**src/inc/wdck_regs.svh**
```systemverilog
`ifndef WDCK_REGS_SVH
`define WDCK_REGS_SVH
`define WDCK_OFF_CTRL 8'h00
`define WDCK_OFF_STAT 8'h04
`define WDCK_OFF_MASK 8'h08
`define WDCK_KEY_MSB 31
`define WDCK_KEY_LSB 16
`define WDCK_FLAG_BIT 15
`define WDCK_EN_BIT 14
`define WDCK_IDLE_MSB 13
`define WDCK_IDLE_LSB 12
`define WDCK_RSVD_MSB 11
`define WDCK_KEY_FIRST 16'ha5c6
`define WDCK_KEY_SECOND 16'hda7e
`define WDCK_IDLE_FIRST 2'h1
`define WDCK_IDLE_SECOND 2'h2
`define WDCK_IDLE_BLOCK 2'h0
`define WDCK_MODE_WD 2'h2
`define WDCK_KEY_RST 16'h0000
`define WDCK_IDLE_RST 2'h0
`define WDCK_IRQ_RST 2'h0
`define WDCK_IRQ_TIMEOUT 0
`define WDCK_IRQ_SERVICE 1
`define WDCK_RESP_OKAY 2'h0
`define WDCK_RESP_SLVERR 2'h2
`endif

```
**src/inc/wdck_pkg.sv**
```systemverilog
package wdck_pkg;
    typedef logic [7:0] wdck_addr_t;
    typedef enum logic [2:0] {
        st_init = 3'b001,
        st_preact = 3'b010,
        st_active = 3'b100
    } wdck_state_e;
    typedef struct packed {
        logic expect_second;
    } wdck_key_s;
    typedef struct packed {
        logic awready;
        logic wready;
        logic aw_got;
        logic w_got;
        wdck_addr_t aw_addr;
        logic [31:0] wdata;
        logic [3:0] wstrb;
        logic bvalid;
        logic [1:0] bresp;
        logic arready;
        logic rvalid;
        logic [31:0] rdata;
        logic [1:0] rresp;
    } wdck_axi_s;
    typedef struct packed {
        wdck_state_e state;
        logic enable;
        logic flag;
        logic [15:0] key;
        logic [1:0] idle_key;
        logic idle_half;
        logic idle_ok;
        logic [1:0] irq_status;
        logic [1:0] irq_mask;
        logic irq;
        logic wd_out;
        logic gp_mode;
        logic lo_run;
        logic hi_run;
        logic service;
    } wdck_core_s;
endpackage

```
**src/inc/wdck_bus_if.sv**
```systemverilog
`timescale 1ns/1ps
interface wdck_bus_if;
    import wdck_pkg::*;
    logic wr_en;
    wdck_addr_t wr_addr;
    logic [31:0] wr_data;
    logic [3:0] wr_strb;
    logic wr_err;
    logic rd_en;
    wdck_addr_t rd_addr;
    logic [31:0] rd_data;
    logic rd_err;
    modport slave (output wr_en, wr_addr, wr_data, wr_strb, rd_en, rd_addr, input wr_err, rd_data, rd_err);
    modport core (input wr_en, wr_addr, wr_data, wr_strb, rd_en, rd_addr, output wr_err, rd_data, rd_err);
endinterface

```
**src/hdl/wdck_top.sv**
```systemverilog
// Notes on behaviour
// - service needs first key then second key
// - out-of-order key write forces immediate timeout
// - service key field resets to zero
// - keys ignored outside watchdog mode
// - flag reads one after a timeout
// - flag cleared on activation, reset, write-one
// - enable bit moves initial to pre-active
// - enable clear: pin disconnected, plain timer
// - enable set: pin follows timeout event
// - enable cleared only by timeout or reset
// - idle allowed after idle keys one, two
// - idle key zero blocks idle mode
// - low twelve bits read zero, ignore writes
// - watchdog applies when mode selects watchdog
// - run bits frozen while watchdog active
`timescale 1ns/1ps
`include "wdck_regs.svh"
module wdck_top import wdck_pkg::*; (
    input wire logic aclk, // 10 MHz clock
    input wire logic aresetn, // sync reset, low
    input wire wdck_addr_t awaddr, // write address
    input wire logic awvalid, // write address valid
    output logic awready, // write address ready
    input wire logic [31:0] wdata, // write data
    input wire logic [3:0] wstrb, // byte strobes
    input wire logic wvalid, // write data valid
    output logic wready, // write data ready
    output logic [1:0] bresp, // write response
    output logic bvalid, // write response valid
    input wire logic bready, // write response ready
    input wire wdck_addr_t araddr, // read address
    input wire logic arvalid, // read address valid
    output logic arready, // read address ready
    output logic [31:0] rdata, // read data
    output logic [1:0] rresp, // read response
    output logic rvalid, // read data valid
    input wire logic rready, // read data ready
    input wire logic [1:0] timer_mode_select, // global mode field
    input wire logic count_expired, // counter reached period
    input wire logic low_half_run_in, // requested low run bit
    input wire logic high_half_run_in, // requested high run bit
    output logic low_half_run, // effective low run bit
    output logic high_half_run, // effective high run bit
    output logic wd_out, // watchdog output pin
    output logic gp_mode, // counter runs as plain timer
    output logic idle_allowed, // idle entry permitted
    output logic service_pulse, // counter reload pulse
    output logic irq // level interrupt
);
    localparam wdck_core_s CORE_RST = '{
        state: st_init,
        key: `WDCK_KEY_RST,
        idle_key: `WDCK_IDLE_RST,
        irq_status: `WDCK_IRQ_RST,
        irq_mask: `WDCK_IRQ_RST,
        gp_mode: 1'b1,
        default: '0
    };

    wdck_core_s r;
    wdck_core_s n;
    wdck_bus_if bus ();

    logic wd_mode;
    logic armed;
    logic ctrl_wr;
    logic stat_rd;
    logic mask_wr;
    logic key_wr;
    logic idle_wr;
    logic en_wr;
    logic flag_clr;
    logic key_good;
    logic key_bad;
    logic timeout;
    logic [1:0] events;
    logic [31:0] ctrl_view;

    wdck_axi_slave u_slave (
        .aclk(aclk),
        .aresetn(aresetn),
        .awaddr(awaddr),
        .awvalid(awvalid),
        .awready(awready),
        .wdata(wdata),
        .wstrb(wstrb),
        .wvalid(wvalid),
        .wready(wready),
        .bresp(bresp),
        .bvalid(bvalid),
        .bready(bready),
        .araddr(araddr),
        .arvalid(arvalid),
        .arready(arready),
        .rdata(rdata),
        .rresp(rresp),
        .rvalid(rvalid),
        .rready(rready),
        .bus(bus.slave)
    );

    wdck_key_check u_keys (
        .aclk(aclk),
        .aresetn(aresetn),
        .key_wr(key_wr),
        .key_val(bus.wr_data[`WDCK_KEY_MSB:`WDCK_KEY_LSB]),
        .armed(armed),
        .key_good(key_good),
        .key_bad(key_bad)
    );

    // decode of register strobes
    always_comb
    begin
        wd_mode = timer_mode_select == `WDCK_MODE_WD;
        armed = wd_mode && r.enable && r.state != st_init;
        ctrl_wr = bus.wr_en && bus.wr_addr == `WDCK_OFF_CTRL;
        mask_wr = bus.wr_en && bus.wr_addr == `WDCK_OFF_MASK && bus.wr_strb[0];
        stat_rd = bus.rd_en && bus.rd_addr == `WDCK_OFF_STAT;
        // the key counts as written only when both upper byte lanes are
        key_wr = ctrl_wr && bus.wr_strb[3] && bus.wr_strb[2];
        idle_wr = ctrl_wr && bus.wr_strb[1] && wd_mode;
        en_wr = ctrl_wr && bus.wr_strb[1] && wd_mode && bus.wr_data[`WDCK_EN_BIT];
        flag_clr = ctrl_wr && bus.wr_strb[1] && bus.wr_data[`WDCK_FLAG_BIT];
        timeout = key_bad || (wd_mode && r.state == st_active && count_expired);
        events = '0;
        events[`WDCK_IRQ_TIMEOUT] = timeout;
        events[`WDCK_IRQ_SERVICE] = key_good && r.state == st_active;
        ctrl_view = {r.key, r.flag, r.enable, r.idle_key, 12'h000};
    end

    // register read side and error answers
    always_comb
    begin
        bus.rd_err = 1'b0;
        unique case (bus.rd_addr)
            `WDCK_OFF_CTRL:
                bus.rd_data = ctrl_view;
            `WDCK_OFF_STAT:
                bus.rd_data = {30'h0000_0000, r.irq_status};
            `WDCK_OFF_MASK:
                bus.rd_data = {30'h0000_0000, r.irq_mask};
            default:
            begin
                bus.rd_data = 32'h0000_0000;
                bus.rd_err = 1'b1;
            end
        endcase
        bus.wr_err = !(bus.wr_addr == `WDCK_OFF_CTRL || bus.wr_addr == `WDCK_OFF_STAT
            || bus.wr_addr == `WDCK_OFF_MASK);
    end

    // next state of the control logic
    always_comb
    begin
        n = r;
        n.service = events[`WDCK_IRQ_SERVICE];
        if (key_wr)
            n.key = bus.wr_data[`WDCK_KEY_MSB:`WDCK_KEY_LSB];
        if (idle_wr)
        begin
            n.idle_key = bus.wr_data[`WDCK_IDLE_MSB:`WDCK_IDLE_LSB];
            n.idle_half = 1'b0;
            if (n.idle_key == `WDCK_IDLE_FIRST)
                n.idle_half = 1'b1;
            else if (n.idle_key == `WDCK_IDLE_SECOND && r.idle_half)
                n.idle_ok = 1'b1;
            else if (n.idle_key == `WDCK_IDLE_BLOCK)
                n.idle_ok = 1'b0;
        end
        if (en_wr)
            n.enable = 1'b1;
        if (flag_clr)
            n.flag = 1'b0;
        unique case (r.state)
            st_init:
                if (r.enable && wd_mode)
                    n.state = st_preact;
            st_preact:
                if (key_good)
                begin
                    n.state = st_active;
                    n.flag = 1'b0;
                end
            st_active:
                if (!wd_mode)
                    n.state = st_init;
            default:
                n.state = st_init;
        endcase
        // a timeout wins over a software clear in the same cycle
        if (timeout)
        begin
            n.flag = 1'b1;
            n.enable = 1'b0;
            n.state = st_init;
        end
        n.wd_out = r.enable && timeout;
        n.gp_mode = !n.enable || !wd_mode;
        if (r.state != st_active)
        begin
            n.lo_run = low_half_run_in;
            n.hi_run = high_half_run_in;
        end
        if (stat_rd)
            n.irq_status = '0;
        n.irq_status = n.irq_status | events;
        if (mask_wr)
            n.irq_mask = bus.wr_data[1:0];
        n.irq = |(n.irq_status & n.irq_mask);
    end

    always_ff @(posedge aclk)
        if (!aresetn)
            r <= CORE_RST;
        else
            r <= n;

    assign low_half_run = r.lo_run;
    assign high_half_run = r.hi_run;
    assign wd_out = r.wd_out;
    assign gp_mode = r.gp_mode;
    assign idle_allowed = r.idle_ok;
    assign service_pulse = r.service;
    assign irq = r.irq;

    property p_bad_key_times_out;
        @(posedge aclk) disable iff (!aresetn)
        key_bad |=> r.flag && !r.enable && r.state == st_init;
    endproperty
    a_bad_key_times_out: assert property (p_bad_key_times_out) else $error("wrong key did not time out");

    property p_key_reset;
        @(posedge aclk)
        !aresetn |=> r.key == `WDCK_KEY_RST && r.state == st_init && !r.flag;
    endproperty
    a_key_reset: assert property (p_key_reset) else $error("key field not zero after reset");

    property p_gp_ignores_keys;
        @(posedge aclk) disable iff (!aresetn)
        !wd_mode |-> !key_good && !key_bad && !timeout;
    endproperty
    a_gp_ignores_keys: assert property (p_gp_ignores_keys) else $error("key acted in plain timer mode");

    property p_flag_holds;
        @(posedge aclk) disable iff (!aresetn)
        r.flag && !flag_clr && !(r.state == st_preact && key_good) |=> r.flag;
    endproperty
    a_flag_holds: assert property (p_flag_holds) else $error("timeout flag lost");

    property p_flag_clear_on_active;
        @(posedge aclk) disable iff (!aresetn)
        r.state == st_preact && key_good |=> !r.flag && r.state == st_active;
    endproperty
    a_flag_clear_on_active: assert property (p_flag_clear_on_active) else $error("flag kept on activation");

    property p_flag_w1c;
        @(posedge aclk) disable iff (!aresetn)
        flag_clr && !timeout |=> !r.flag;
    endproperty
    a_flag_w1c: assert property (p_flag_w1c) else $error("write one did not clear flag");

    property p_init_needs_enable;
        @(posedge aclk) disable iff (!aresetn)
        r.state == st_init && !r.enable |=> r.state == st_init;
    endproperty
    a_init_needs_enable: assert property (p_init_needs_enable) else $error("left initial state without enable");

    property p_enable_to_preact;
        @(posedge aclk) disable iff (!aresetn)
        r.state == st_init && en_wr && !timeout ##1 wd_mode |=> r.state == st_preact;
    endproperty
    a_enable_to_preact: assert property (p_enable_to_preact) else $error("enable did not reach pre-active");

    property p_disabled_pin_quiet;
        @(posedge aclk) disable iff (!aresetn)
        !r.enable |=> !r.wd_out && r.gp_mode == !r.enable;
    endproperty
    a_disabled_pin_quiet: assert property (p_disabled_pin_quiet) else $error("pin driven while disabled");

    property p_pin_follows_timeout;
        @(posedge aclk) disable iff (!aresetn)
        r.enable && timeout |=> r.wd_out ##1 !r.wd_out;
    endproperty
    a_pin_follows_timeout: assert property (p_pin_follows_timeout) else $error("pin missed timeout");

    property p_enable_sticky;
        @(posedge aclk) disable iff (!aresetn)
        r.enable && !timeout |=> r.enable;
    endproperty
    a_enable_sticky: assert property (p_enable_sticky) else $error("enable cleared without timeout");

    property p_idle_sequence;
        @(posedge aclk) disable iff (!aresetn)
        idle_wr && r.idle_half && bus.wr_data[`WDCK_IDLE_MSB:`WDCK_IDLE_LSB] == `WDCK_IDLE_SECOND |=> idle_allowed;
    endproperty
    a_idle_sequence: assert property (p_idle_sequence) else $error("idle key pair not accepted");

    property p_idle_block;
        @(posedge aclk) disable iff (!aresetn)
        idle_wr && bus.wr_data[`WDCK_IDLE_MSB:`WDCK_IDLE_LSB] == `WDCK_IDLE_BLOCK |=> !idle_allowed;
    endproperty
    a_idle_block: assert property (p_idle_block) else $error("idle still allowed after block");

    property p_reserved_zero;
        @(posedge aclk) disable iff (!aresetn)
        bus.rd_en && bus.rd_addr == `WDCK_OFF_CTRL |=> rvalid && rdata[`WDCK_RSVD_MSB:0] == 12'h000;
    endproperty
    a_reserved_zero: assert property (p_reserved_zero) else $error("reserved bits read nonzero");

    property p_run_frozen;
        @(posedge aclk) disable iff (!aresetn)
        r.state == st_active |=> $stable(low_half_run) && $stable(high_half_run);
    endproperty
    a_run_frozen: assert property (p_run_frozen) else $error("run bit changed while active");

    property p_irq_timeout;
        @(posedge aclk) disable iff (!aresetn)
        timeout && r.irq_mask[`WDCK_IRQ_TIMEOUT] && !mask_wr |=> irq;
    endproperty
    a_irq_timeout: assert property (p_irq_timeout) else $error("unmasked timeout gave no interrupt");

    property p_service_pulse;
        @(posedge aclk) disable iff (!aresetn)
        r.state == st_active && key_good |=> service_pulse ##1 !service_pulse;
    endproperty
    a_service_pulse: assert property (p_service_pulse) else $error("service pulse wrong");

    property p_run_follows;
        @(posedge aclk) disable iff (!aresetn)
        r.state != st_active |=> low_half_run == $past(low_half_run_in) && high_half_run == $past(high_half_run_in);
    endproperty
    a_run_follows: assert property (p_run_follows) else $error("run bit did not follow request");

    property p_enable_only_wd;
        @(posedge aclk) disable iff (!aresetn)
        !wd_mode && !r.enable |=> !r.enable;
    endproperty
    a_enable_only_wd: assert property (p_enable_only_wd) else $error("enable set in plain timer mode");

    property p_idle_plain;
        @(posedge aclk) disable iff (!aresetn)
        !wd_mode |=> $stable(idle_allowed);
    endproperty
    a_idle_plain: assert property (p_idle_plain) else $error("idle key acted in plain timer mode");

    property p_leave_wd_mode;
        @(posedge aclk) disable iff (!aresetn)
        r.state == st_active && !wd_mode |=> r.state == st_init && !wd_out;
    endproperty
    a_leave_wd_mode: assert property (p_leave_wd_mode) else $error("active kept outside watchdog mode");
endmodule // wdck_top

```
**src/hdl/wdck_key_check.sv**
```systemverilog
`timescale 1ns/1ps
`include "wdck_regs.svh"
module wdck_key_check import wdck_pkg::*; (
    input wire logic aclk, // clock
    input wire logic aresetn, // sync reset, low
    input wire logic key_wr, // key field written
    input wire logic [15:0] key_val, // written key
    input wire logic armed, // key checking live
    output logic key_good, // pair completed
    output logic key_bad // order broken
);
    wdck_key_s r;
    wdck_key_s n;

    always_comb
    begin
        n = r;
        key_good = 1'b0;
        key_bad = 1'b0;
        if (!armed)
            n.expect_second = 1'b0;
        else if (key_wr)
        begin
            if (!r.expect_second && key_val == `WDCK_KEY_FIRST)
                n.expect_second = 1'b1;
            else if (r.expect_second && key_val == `WDCK_KEY_SECOND)
            begin
                n.expect_second = 1'b0;
                key_good = 1'b1;
            end
            else
            begin
                n.expect_second = 1'b0;
                key_bad = 1'b1;
            end
        end
    end

    always_ff @(posedge aclk)
        if (!aresetn)
            r <= '0;
        else
            r <= n;

    property p_pair_services;
        @(posedge aclk) disable iff (!aresetn)
        armed && key_wr && r.expect_second && key_val == `WDCK_KEY_SECOND |-> key_good ##1 !r.expect_second;
    endproperty
    a_pair_services: assert property (p_pair_services) else $error("key pair not accepted");

    property p_fresh_pair;
        @(posedge aclk) disable iff (!aresetn)
        armed && key_wr && !r.expect_second && key_val == `WDCK_KEY_SECOND |-> key_bad;
    endproperty
    a_fresh_pair: assert property (p_fresh_pair) else $error("lone second key accepted");
endmodule // wdck_key_check

```
**src/hdl/wdck_axi_slave.sv**
```systemverilog
`timescale 1ns/1ps
`include "wdck_regs.svh"
module wdck_axi_slave import wdck_pkg::*; (
    input wire logic aclk, // clock
    input wire logic aresetn, // sync reset, low
    input wire wdck_addr_t awaddr, // write address
    input wire logic awvalid, // write address valid
    output logic awready, // write address ready
    input wire logic [31:0] wdata, // write data
    input wire logic [3:0] wstrb, // byte strobes
    input wire logic wvalid, // write data valid
    output logic wready, // write data ready
    output logic [1:0] bresp, // write response
    output logic bvalid, // write response valid
    input wire logic bready, // write response ready
    input wire wdck_addr_t araddr, // read address
    input wire logic arvalid, // read address valid
    output logic arready, // read address ready
    output logic [31:0] rdata, // read data
    output logic [1:0] rresp, // read response
    output logic rvalid, // read data valid
    input wire logic rready, // read data ready
    wdck_bus_if.slave bus // register strobes
);
    localparam wdck_axi_s AXI_RST = '{awready: 1'b1, wready: 1'b1, arready: 1'b1, default: '0};
    wdck_axi_s r;
    wdck_axi_s n;

    assign bus.wr_en = r.aw_got && r.w_got && !r.bvalid;
    assign bus.wr_addr = r.aw_addr;
    assign bus.wr_data = r.wdata;
    assign bus.wr_strb = r.wstrb;
    assign bus.rd_en = arvalid && r.arready;
    assign bus.rd_addr = araddr;

    always_comb
    begin
        n = r;
        if (awvalid && r.awready)
        begin
            n.aw_got = 1'b1;
            n.aw_addr = awaddr;
        end
        if (wvalid && r.wready)
        begin
            n.w_got = 1'b1;
            n.wdata = wdata;
            n.wstrb = wstrb;
        end
        if (r.bvalid && bready)
            n.bvalid = 1'b0;
        if (bus.wr_en)
        begin
            n.aw_got = 1'b0;
            n.w_got = 1'b0;
            n.bvalid = 1'b1;
            n.bresp = bus.wr_err ? `WDCK_RESP_SLVERR : `WDCK_RESP_OKAY;
        end
        if (r.rvalid && rready)
            n.rvalid = 1'b0;
        if (bus.rd_en)
        begin
            n.rvalid = 1'b1;
            n.rdata = bus.rd_data;
            n.rresp = bus.rd_err ? `WDCK_RESP_SLVERR : `WDCK_RESP_OKAY;
        end
        n.awready = !n.aw_got && !n.bvalid;
        n.wready = !n.w_got && !n.bvalid;
        n.arready = !n.rvalid;
    end

    always_ff @(posedge aclk)
        if (!aresetn)
            r <= AXI_RST;
        else
            r <= n;

    assign awready = r.awready;
    assign wready = r.wready;
    assign bresp = r.bresp;
    assign bvalid = r.bvalid;
    assign arready = r.arready;
    assign rdata = r.rdata;
    assign rresp = r.rresp;
    assign rvalid = r.rvalid;
endmodule // wdck_axi_slave

```
**config.mk**
```make
export PLATFORM = sky130hd
export DESIGN_NAME = wdck_top
export DESIGN_NICKNAME = d
export VERILOG_FILES = /design/src/inc/wdck_pkg.sv /design/src/inc/wdck_bus_if.sv /design/src/hdl/wdck_top.sv /design/src/hdl/wdck_key_check.sv /design/src/hdl/wdck_axi_slave.sv
export VERILOG_INCLUDE_DIRS = /design/src /design/src/inc
export SDC_FILE = /design/constraint.sdc
export NUM_CORES = 1
export LEC_CHECK = 0
export ABC_AREA = 1
export BUFFER_PORTS_ARGS = -buffer_cell sky130_fd_sc_hd__buf_4
export CORE_ASPECT_RATIO = 0.6
export CORE_MARGIN = 1.5
export CORE_UTILIZATION = 52
export DETAILED_ROUTE_END_ITERATION = 8
export GPL_TIMING_DRIVEN = 0
export PLACE_DENSITY = 0.8
export SYNTH_ARGS = -nofsm -noshare
export SYNTH_HDL_FRONTEND = slang
export SYNTH_SLANG_ARGS = --single-unit
export TNS_END_PERCENT = 10
```
**constraint.sdc**
```tcl
create_clock -name aclk -period 1.6 [get_ports aclk]
set_clock_uncertainty 0.05 [all_clocks]
set_input_delay 0.32 -clock aclk [delete_from_list [all_inputs] [get_ports aclk]]
set_output_delay 0.32 -clock aclk [all_outputs]
set_load 0.05 [all_outputs]
```
==> flow_summary.json, run 1 <==
{
  "setup_slack_ns": 0.04152,
  "hold_path.class": "in -> reg",
  "crit_type": "reg -> reg",
  "place_hpwl_um": 7728,
  "clock_path_buffers": 2,
  "ys.flop_type": "dfxtp_1",
  "place_ws_ns": -0.1373,
  "areaGrowthSynthToFinish_pct": 28.73,
  "clockRootBuffer": "clkbuf_16",
  "period_needed_ns": 1.558,
  "ys_top_cells_by_count": "dfxtp_1 (101), o21ai_0 (79), nor2_1 (73)",
  "fin_util": 0.6862,
  "drt_first_iter_violations": 303,
  "cp_slowest_cell": "dfxtp_1",
  "grt_pass1_wl_um": 16350,
  "start_kind": "flip-flop",
  "fin_cells": 778,
  "ant_nets": 0,
  "power.share.clock": 0.375,
  "die_area_mm2": 0.008613,
  "placed_area_mm2": 0.005030,
  "htreeDepth": 3,
  "clk_latency_ns": 0.34,
  "gp_congestion": 0.8682,
  "setup-tns-final_ns": 0,
  "yosysTopAreaCell": "dfxtp_1",
  "routed_wl_um": 10240,
  "grt.total_usage": 0.2412,
  "hold_ws_ns": 0.1804,
  "setup_viol": 0,
  "drt-pass1-iter-count": 5,
  "ys_types": 33,
  "antenna_found_initial": 0,
  "die_h_um": 72.49,
  "p_int_mw": 4.320,
  "drv_slew": 0,
  "layout-drive-gt1-share": 0.2582,
  "p_total_mw": 5.957,
  "fin_area_mm2": 0.005388,
  "period_share": 0.9741,
  "p_comb_frac": 0.161,
  "power_frac_seq": 0.465,
  "netlist_instances": 553,
  "vias": 3848,
  "viasPerCell": 4.946,
  "synth_area_leaders": "dfxtp_1 (48%), o21ai_0 (9.4%), a21oi_1 (7.3%), nor2_1 (6.5%), buf_4 (6.5%)",
  "grt_setup_unrepaired": "true",
  "pwr_density_cell_mw_per_mm2": 1106,
  "cts_tree": "done",
  "drcViolationCount": 0,
  "cts.sinks": 101,
  "synth_edf_count": 0,
  "io_pins": 112,
  "die_w_um": 118.8,
  "placed_cells": 761,
  "post_drt_wl_per_cell_um": 13.16,
  "antennaDiodeCount": 0,
  "synth_area_mm2": 0.004185,
  "grt_overflow_total": 0,
  "synth-seq-cells": 101,
  "required_ns": 1.76,
  "yosys.area.top_type_share": 0.4831,
  "outcome": "finished, final reports clean",
  "core-area_mm2": 0.007851,
  "clk_pin_slew_worst_paths_ns": 0.07,
  "numCtsBuffers": 9,
  "port_buffers": 89,
  "yosys_warnings": 0,
  "p_sw_mw": 1.638,
  "cpPeakStageDelay_ns": 0.36,
  "postCtsHoldBufs": 0,
  "cp.buffers_inverters": 0,
  "crit_arrival_ns": 1.72,
  "cellLeakagePower_nw": 2.405,
  "avgSynthCellArea_um2": 7.568,
  "start_util": 0.5331,
  "path_cells": "or2_0 > nor2_2 > nand3_1 > nand3_2 > nand2_2 > nor2_2 > nand3_1",
  "crit_path_end_kind": "flip-flop",
  "sw_frac_of_total": 0.2749,
  "rows": 25,
  "cp_top_family": "simple AND/OR/NAND/NOR gates",
  "maxCapViolCount": 0,
  "hold_viol_final": 0,
  "grt_pass1_vias": 3552,
  "worst-path-max-fanout": 4,
  "nFillCells": 641,
  "clock.fmax_mhz": 641.7,
  "fin_nets": 730,
  "async_flop_share": 0,
  "slew_headroom": 0.6412,
  "yosysMostFrequentCell": "dfxtp_1",
  "ir_drop_mv": 0.5860,
  "ys_seq_area_frac": 0.4831,
  "worst_slew_pin_slew_ns": 0.5382,
  "grt_max_degree": 17
}
-- power by group through the flow --
stage | clock, mW | combinational (mW) | sequential (mW)
final | 2.23 | 0.957 | 2.77
after detailed placement | 0 | 0.931 | 2.81
after global routing | 2.33 | 1.04 | 2.78
after CTS | 2.23 | 0.935 | 2.76
after floorplan | 0 | 0.605 | 2.83
after global placement | 0 | 0.908 | 2.80
-- layer usage --
| metal | routed length [µm] | global-route usage | part of all wire |
|---|---|---|---|
| met5 | 0 | 0 | 0 |
| met4 | 133 | 0.07497 | 0.013 |
| met3 | 686 | 0.04953 | 0.067 |
| met2 | 4507 | 0.3857 | 0.44 |
| met1 | 4908 | 0.3330 | 0.48 |
-- kinds of logic after synthesis --
logic type      synth area share
compound gates            0.1865
other cells            0.0008960
simple gates              0.1821
buf+inv                   0.1474
flops                     0.4831
-- area by class of cell --
class | instances | area [µm²] | share of cell area
Buffer | 60 | 369.1 | 0.06851
Tap cell | 108 | 135.1 | 0.02508
Sequential cell | 101 | 2026 | 0.3760
Clock inverter | 4 | 55.05 | 0.01022
Timing Repair Buffer | 91 | 683.2 | 0.1268
Inverter | 67 | 251.5 | 0.04668
Clock buffer | 11 | 252.7 | 0.04691
Multi-Input combinational cell | 336 | 1615 | 0.2998
-- final timing paths --
check,from,to,slack [ns],cells after the start
max,u_slave.bus.wr_data[21],r[32],0.04,7
min,awaddr[7],u_slave.bus.wr_addr[7],0.18,3
max reg2reg,u_slave.bus.wr_data[21],r[32],0.04,7
min reg2reg,ctrl_view[20],ctrl_view[20],0.40,2
-- registers in the layout, summed over array words and instances, names as in the netlist, 2 cells and up --
| register | cells |
|---|---|
| ctrl_view | 20 |
| r | 8 |
| u_slave.bus.wr_addr | 8 |
| u_slave.bus.wr_data | 22 |
| u_slave.bus.wr_strb | 4 |
| u_slave.r | 2 |
| u_slave.rdata | 22 |
-- cells in the final DEF (no fill, tap or decap), types with 9 or more instances in the layout --
| master | instances |
|---|---|
| clkbuf_16 | 9 |
| conb_1 | 12 |
| dfxtp_1 | 98 |
| nand2_1 | 58 |
| nor2_1 | 70 |
| nand3_1 | 18 |
| inv_1 | 62 |
| a21oi_1 | 61 |
| clkbuf_1 | 16 |
| o21ai_0 | 74 |
| buf_4 | 127 |
-- what timing repair did --
action,CTS,global route
pin swaps,0,9
gates resized for setup,2,22
setup endpoints to repair,6,29
setup buffers,0,2
-- worst reg2reg max path, stage by stage, from the launching register on --
cell and delay [ns]:
dfxtp_1 0.36, or2_0 0.27, nor2_2 0.19, nand3_1 0.11, nand3_2 0.10, nand2_2 0.08
nor2_2 0.16, nand3_1 0.12
(Power assumes the default switching activity.)
==> inputs of run 2 (changes only) <==
--- a/config.mk
+++ b/config.mk
@@ -8,9 +8,12 @@
 export LEC_CHECK = 0
 export ABC_AREA = 1
 export BUFFER_PORTS_ARGS = -buffer_cell sky130_fd_sc_hd__buf_4
+export CELL_PAD_IN_SITES_DETAIL_PLACEMENT = 2
+export CELL_PAD_IN_SITES_GLOBAL_PLACEMENT = 2
 export CORE_ASPECT_RATIO = 0.6
 export CORE_MARGIN = 1.5
-export CORE_UTILIZATION = 52
+export CORE_UTILIZATION = 29
+export CTS_CLUSTER_DIAMETER = 80
 export DETAILED_ROUTE_END_ITERATION = 8
 export GPL_TIMING_DRIVEN = 0
 export PLACE_DENSITY = 0.8
==> run 2 against run 1 <==
  * Sequential power barely moved
  * Routed wire length grew 34%
  * Clock power is 3% higher
  * Largest cell class unchanged
==> flow_summary.json, run 2 (synthesized netlist as in run 1, its figures left out) <==
{
  "maxCapViolCount": 0,
  "pwr_density_cell_mw_per_mm2": 1082,
  "numCtsBuffers": 9,
  "r2r_start": "u_slave.r[83]",
  "worst_slew_pin_slew_ns": 0.5952,
  "place_hpwl_um": 10870,
  "drv_slew": 0,
  "rows": 33,
  "final_common_cell": "buf_4",
  "crit_type": "reg -> reg",
  "ant_nets": 0,
  "slew_headroom": 0.6032,
  "clk_pin_slew_worst_paths_ns": 0.07,
  "hold_viol_final": 0,
  "drt_first_iter_violations": 117,
  "drt-pass1-iter-count": 4,
  "start_kind": "flip-flop",
  "worst-path-max-fanout": 6,
  "crit_arrival_ns": 1.75,
  "crit_path_end_kind": "flip-flop",
  "hold_start": "wstrb[3]",
  "cts_tree": "done",
  "viasPerCell": 4.550,
  "grt_pass1_wl_um": 21410,
  "grt_overflow_total": 0,
  "fin_nets": 735,
  "setup_viol": 0,
  "antenna_found_initial": 0,
  "ff2ff_path_depth": 9,
  "routed_wl_um": 13700,
  "core-area_mm2": 0.01387,
  "areaGrowthSynthToFinish_pct": 33.90,
  "grt_setup_unrepaired": "true",
  "hold_path_depth": 3,
  "fin_util": 0.4040,
  "start_util": 0.3017,
  "rrSetupSlack_ns": 0.02,
  "period_needed_ns": 1.581,
  "antennaDiodeCount": 0,
  "required_ns": 1.77,
  "r2r-end": "ctrl_view[14]",
  "die_h_um": 96.06,
  "clock.fmax_mhz": 632.4,
  "clock_path_buffers": 2,
  "port_buffers": 89,
  "grt.total_usage": 0.1888,
  "period_share": 0.9882,
  "gp_congestion": 0.7794,
  "vias": 3949,
  "hold_path.class": "in -> reg",
  "min_to": "u_slave.bus.wr_strb[3]",
  "clockRootBuffer": "clkbuf_16",
  "cts.sinks": 101,
  "grt_max_degree": 17,
  "grt_pass1_vias": 4140,
  "io_pins": 112,
  "final_cell_mix": "buf_4 (132), dfxtp_1 (94), o21ai_0 (74)",
  "post_drt_wl_per_cell_um": 15.78,
  "layout-drive-gt1-share": 0.2870,
  "htreeDepth": 3,
  "cellLeakagePower_nw": 2.443,
  "outcome": "finished, final reports clean",
  "clk_latency_ns": 0.35,
  "nFillCells": 1622,
  "setup-tns-final_ns": 0,
  "ir_drop_mv": 0.5395,
  "drcViolationCount": 0,
  "die_w_um": 158.1,
  "crit_start": "u_slave.r[83]",
  "die_area_mm2": 0.01519
}
run 2: cell count changes in the layout (fill, tap and decap cells not counted), moves of 2 or more:
cell      delta
buf_4        +5
clkbuf_1     -2
clkinv_2     +2
dfxtp_1      -4
dfxtp_2      +4
nand3_1      -3
nand3_2      +2
nor2_1       -4
nor2_2       +2
nor2_4       +2
run 2: routing by layer:
layer | track usage | vias up | routed length [µm]
met1 | 0.2509 | 1874 | 6828
met3 | 0.04502 | 17 | 542
met5 | 0 | - | 0
met2 | 0.3057 | 89 | 6147
li1 | - | 1969 | -
met4 | 0.05530 | 0 | 182
run 2: power by group:
part	internal, mW	total [mW]	leakage [nW]	switching, mW
combinational	0.353	0.997	1.46	0.645
clock	1.30	2.29	0.156	0.985
sequential	2.67	2.78	0.830	0.114
total	4.32	6.07	2.44	1.74
run 2: critical path, cell delays in order (launching register included):
cell and delay, ns:
dfxtp_1 0.39, nand3_4 0.13, nor2_4 0.19, nand3_4 0.14, nor2_4 0.19, nand3_4 0.10, nand2_4 0.09, inv_2 0.07
nand2_1 0.06, nor2_1 0.04
run 2: stage by stage:
| stage | cells | cell area (µm²) | hold WS, ns | setup slack [ns] | total power [mW] |
|---|---|---|---|---|---|
| 4_1_cts | 863 | 5469 | 0.1699 | -0.006716 | 6.102 |
| 3_3_place_gp | 845 | 5135 | 0.3825 | -0.1702 | 3.747 |
| 2_1_floorplan | 564 | 4227 | 0.3713 | 0.01847 | 3.439 |
| 6_report | 868 | 5604 | 0.1786 | 0.01881 | 6.065 |
| 5_1_grt | 868 | 5604 | 0.1914 | -0.1258 | 6.347 |
| 3_5_place_dp | 845 | 5135 | 0.3963 | -0.2504 | 3.806 |
run 2: worst max-delay path by stage:
stage / end / slack (ns)
after floorplan: ctrl_view[14] / 0.02
after global routing: ctrl_view[14] / -0.13
after global placement: ctrl_view[14] / -0.17
after CTS: ctrl_view[14] / -0.007
final: ctrl_view[14] / 0.02
after detailed placement: ctrl_view[14] / -0.25
run 2: cell type report:
cell class              instances  area [µm²]  share of cell area
flip-flops and latches        101        2031              0.3624
clock inverters                 5       57.56             0.01027
repair buffers                 96       720.7              0.1286
well taps                     192       240.2             0.04287
plain buffers                  60       370.4             0.06609
multi-input cells             336        1677              0.2992
inverters                      67       255.2             0.04555
clock buffers                  11       252.7             0.04510
run 2: repair_timing:
item                                    CTS  global route
buffers inserted                          2             5
cloned                                    0             0
resized for setup                         3            42
pin swaps                                 2             9
hold buffers                              0             0
endpoints found under the setup margin   16            52
==> inputs of run 3 (changes only) <==
--- a/config.mk
+++ b/config.mk
@@ -6,18 +6,19 @@
 export SDC_FILE = /design/constraint.sdc
 export NUM_CORES = 1
 export LEC_CHECK = 0
-export ABC_AREA = 1
+export ABC_AREA = 0
 export BUFFER_PORTS_ARGS = -buffer_cell sky130_fd_sc_hd__buf_4
 export CELL_PAD_IN_SITES_DETAIL_PLACEMENT = 2
 export CELL_PAD_IN_SITES_GLOBAL_PLACEMENT = 2
 export CORE_ASPECT_RATIO = 0.6
 export CORE_MARGIN = 1.5
-export CORE_UTILIZATION = 29
+export CORE_UTILIZATION = 36
 export CTS_CLUSTER_DIAMETER = 80
 export DETAILED_ROUTE_END_ITERATION = 8
 export GPL_TIMING_DRIVEN = 0
-export PLACE_DENSITY = 0.8
+export PLACE_DENSITY = 0.81
 export SYNTH_ARGS = -nofsm -noshare
 export SYNTH_HDL_FRONTEND = slang
+export SYNTH_HIERARCHICAL = 1
 export SYNTH_SLANG_ARGS = --single-unit
 export TNS_END_PERCENT = 10
==> run 3 against run 2 <==
  * The run now ends with setup timing left
  * Hold slack better by 0.0021 ns
  * Worst setup slack worse by 0.56 ns
  * Via count grew 20%
  * Critical endpoint is now irq
  * Sequential power up 4%
  * Largest cell class is now multi-input gates
  * Highest routed layer unchanged
  * Synthesized area is 47% higher
==> flow_summary.json, run 3 <==
{
  "grt_max_degree": 17,
  "ir_drop_mv": 0.4636,
  "port_buffers": 88,
  "cellLeakagePower_nw": 3.184,
  "hold_path.class": "in -> reg",
  "final_cell_mix": "buf_4 (174), dfxtp_1 (108), a21bo_1 (59)",
  "hold_path_depth": 3,
  "crit_arrival_ns": 2.37,
  "pwr_density_cell_mw_per_mm2": 812.8,
  "cp_slowest_cell": "dfxtp_4",
  "place_hpwl_um": 13610,
  "grt_setup_unrepaired": "true",
  "hold_start": "awaddr[2]",
  "drv_slew": 0,
  "largest_register_ffs": 32,
  "ant_nets": 0,
  "outcome": "finished with violations",
  "grt_pass1_vias": 5307,
  "synth_area_mm2": 0.006138,
  "crit_type": "reg -> reg",
  "crit_top_cell": "and3b_2",
  "cts.sinks": 111,
  "start_util": 0.3734,
  "r2r_start": "u_slave/bvalid",
  "io_pins": 112,
  "r2r-end": "irq",
  "crit_start": "u_slave/bvalid",
  "post_drt_wl_per_cell_um": 19.52,
  "grt_overflow_total": 0,
  "hold_viol_final": 0,
  "setup_slack_ns": -0.5434,
  "drt_first_iter_violations": 174,
  "cts_tree": "done",
  "clock.fmax_mhz": 466.6,
  "sw_frac_of_total": 0.2738,
  "min_to": "u_slave/bus.wr_addr[2]",
  "layout-drive-gt1-share": 0.5103,
  "routed_wl_um": 18600,
  "antenna_found_initial": 0,
  "p_sw_mw": 1.703,
  "drcViolationCount": 0,
  "setup_viol": 33,
  "clk_pin_slew_worst_paths_ns": 0.07,
  "p_comb_frac": 0.175,
  "netlist_instances": 607,
  "start_kind": "flip-flop",
  "die_area_mm2": 0.01787,
  "placed_area_mm2": 0.007146,
  "die_h_um": 104.1,
  "clk_latency_ns": 0.35,
  "worst_slew_pin_slew_ns": 0.6230,
  "core-area_mm2": 0.01644,
  "cpPeakStageDelay_ns": 0.34,
  "rrSetupSlack_ns": -0.54,
  "yosys_warnings": 6,
  "grt_pass1_wl_um": 28880,
  "worst-path-max-fanout": 2,
  "violations": "setup timing",
  "htreeDepth": 3,
  "period_share": 1.340,
  "path_cells": "and3b_2 > nor4b_4 > nand4_1 > buf_6 > buf_12 > clkinv_8 > nand2_4 > and3b_2 > a31o_4 > a2bb2oi_4 > o22ai_2",
  "clockRootBuffer": "clkbuf_16",
  "final_common_cell": "buf_4",
  "avgSynthCellArea_um2": 10.11,
  "antennaDiodeCount": 0,
  "die_w_um": 171.6,
  "fin_nets": 787,
  "maxCapViolCount": 0,
  "power_frac_seq": 0.467,
  "period_needed_ns": 2.143,
  "areaGrowthSynthToFinish_pct": 24.66,
  "p_int_mw": 4.517,
  "fin_area_mm2": 0.007652,
  "power.share.clock": 0.358,
  "crit_path_end_kind": "flip-flop",
  "place_ws_ns": -0.9722,
  "drt-pass1-iter-count": 4,
  "numCtsBuffers": 9,
  "gp_congestion": 0.7855,
  "slew_headroom": 0.5847,
  "viasPerCell": 4.993,
  "rows": 36,
  "clock_path_buffers": 2,
  "required_ns": 1.82,
  "vias": 4758,
  "grt.total_usage": 0.2103,
  "ff2ff_path_depth": 11
}
-- run 3: worst max path at each step --
stage / to / slack, ns / cells past startpoint
floorplan: irq / -0.62 / 12
global placement: gp_mode / -0.91 / 12
detailed placement: gp_mode / -0.97 / 12
CTS: irq / -0.59 / 12
global route: irq / -0.64 / 11
finish: irq / -0.54 / 11
-- run 3: metrics by stage --
stage	instances	total power, mW	hold WS (ns)	util	TNS (ns)
after floorplan	617	3.696	0.3759	-	-11.56
after global placement	933	3.964	0.3844	0.4346	-26.13
after detailed placement	933	4.012	0.4124	0.4346	-29.76
after CTS	952	6.274	0.1715	0.4588	-9.992
after global routing	953	6.468	0.1851	0.4654	-12.32
final	953	6.220	0.1807	0.4654	-9.480
-- run 3: critical path: cells and delay by family, from the launching register on --
kind	cells	cell delay, ns
buffers and inverters	3	0.33
AOI/OAI and AO/OA	3	0.34
and+or+nand+nor	5	1.01
DFF	1	0.34
-- run 3: final cells by class --
class                      instances  area, µm²
clock buffer                       9      225.2
clock inverter                     4      50.05
timing repair buffer              98      743.2
sequential                       111       2228
inverter                           8      45.04
buffer                           127       1005
fill                            1748       8788
multi-input combinational        368       3070
tap                              228      285.3
-- run 3: power by group through the flow --
stage                     Combinational [mW]  Clock [mW]  Sequential, mW
after floorplan                        0.709           0            2.99
after global placement                  1.00           0            2.96
after detailed placement                1.05           0            2.97
after CTS                               1.07        2.30            2.90
after global routing                    1.16        2.39            2.91
final                                   1.09        2.23            2.90
-- run 3: metal layers --
layer | GRT usage | up-vias | share of wire
met3 | 0.04110 | 16 | 0.038
met2 | 0.3383 | 98 | 0.47
met5 | 0 | - | 0
li1 | - | 2245 | -
met4 | 0.04449 | 0 | 0.011
met1 | 0.2898 | 2399 | 0.48
-- run 3: repair_timing --
item	in CTS	in global routing
setup buffers	7	3
pin swaps	9	8
gates cloned	0	0
resized for setup	20	24
hold buffers	0	0
endpoints found under the setup margin	54	56
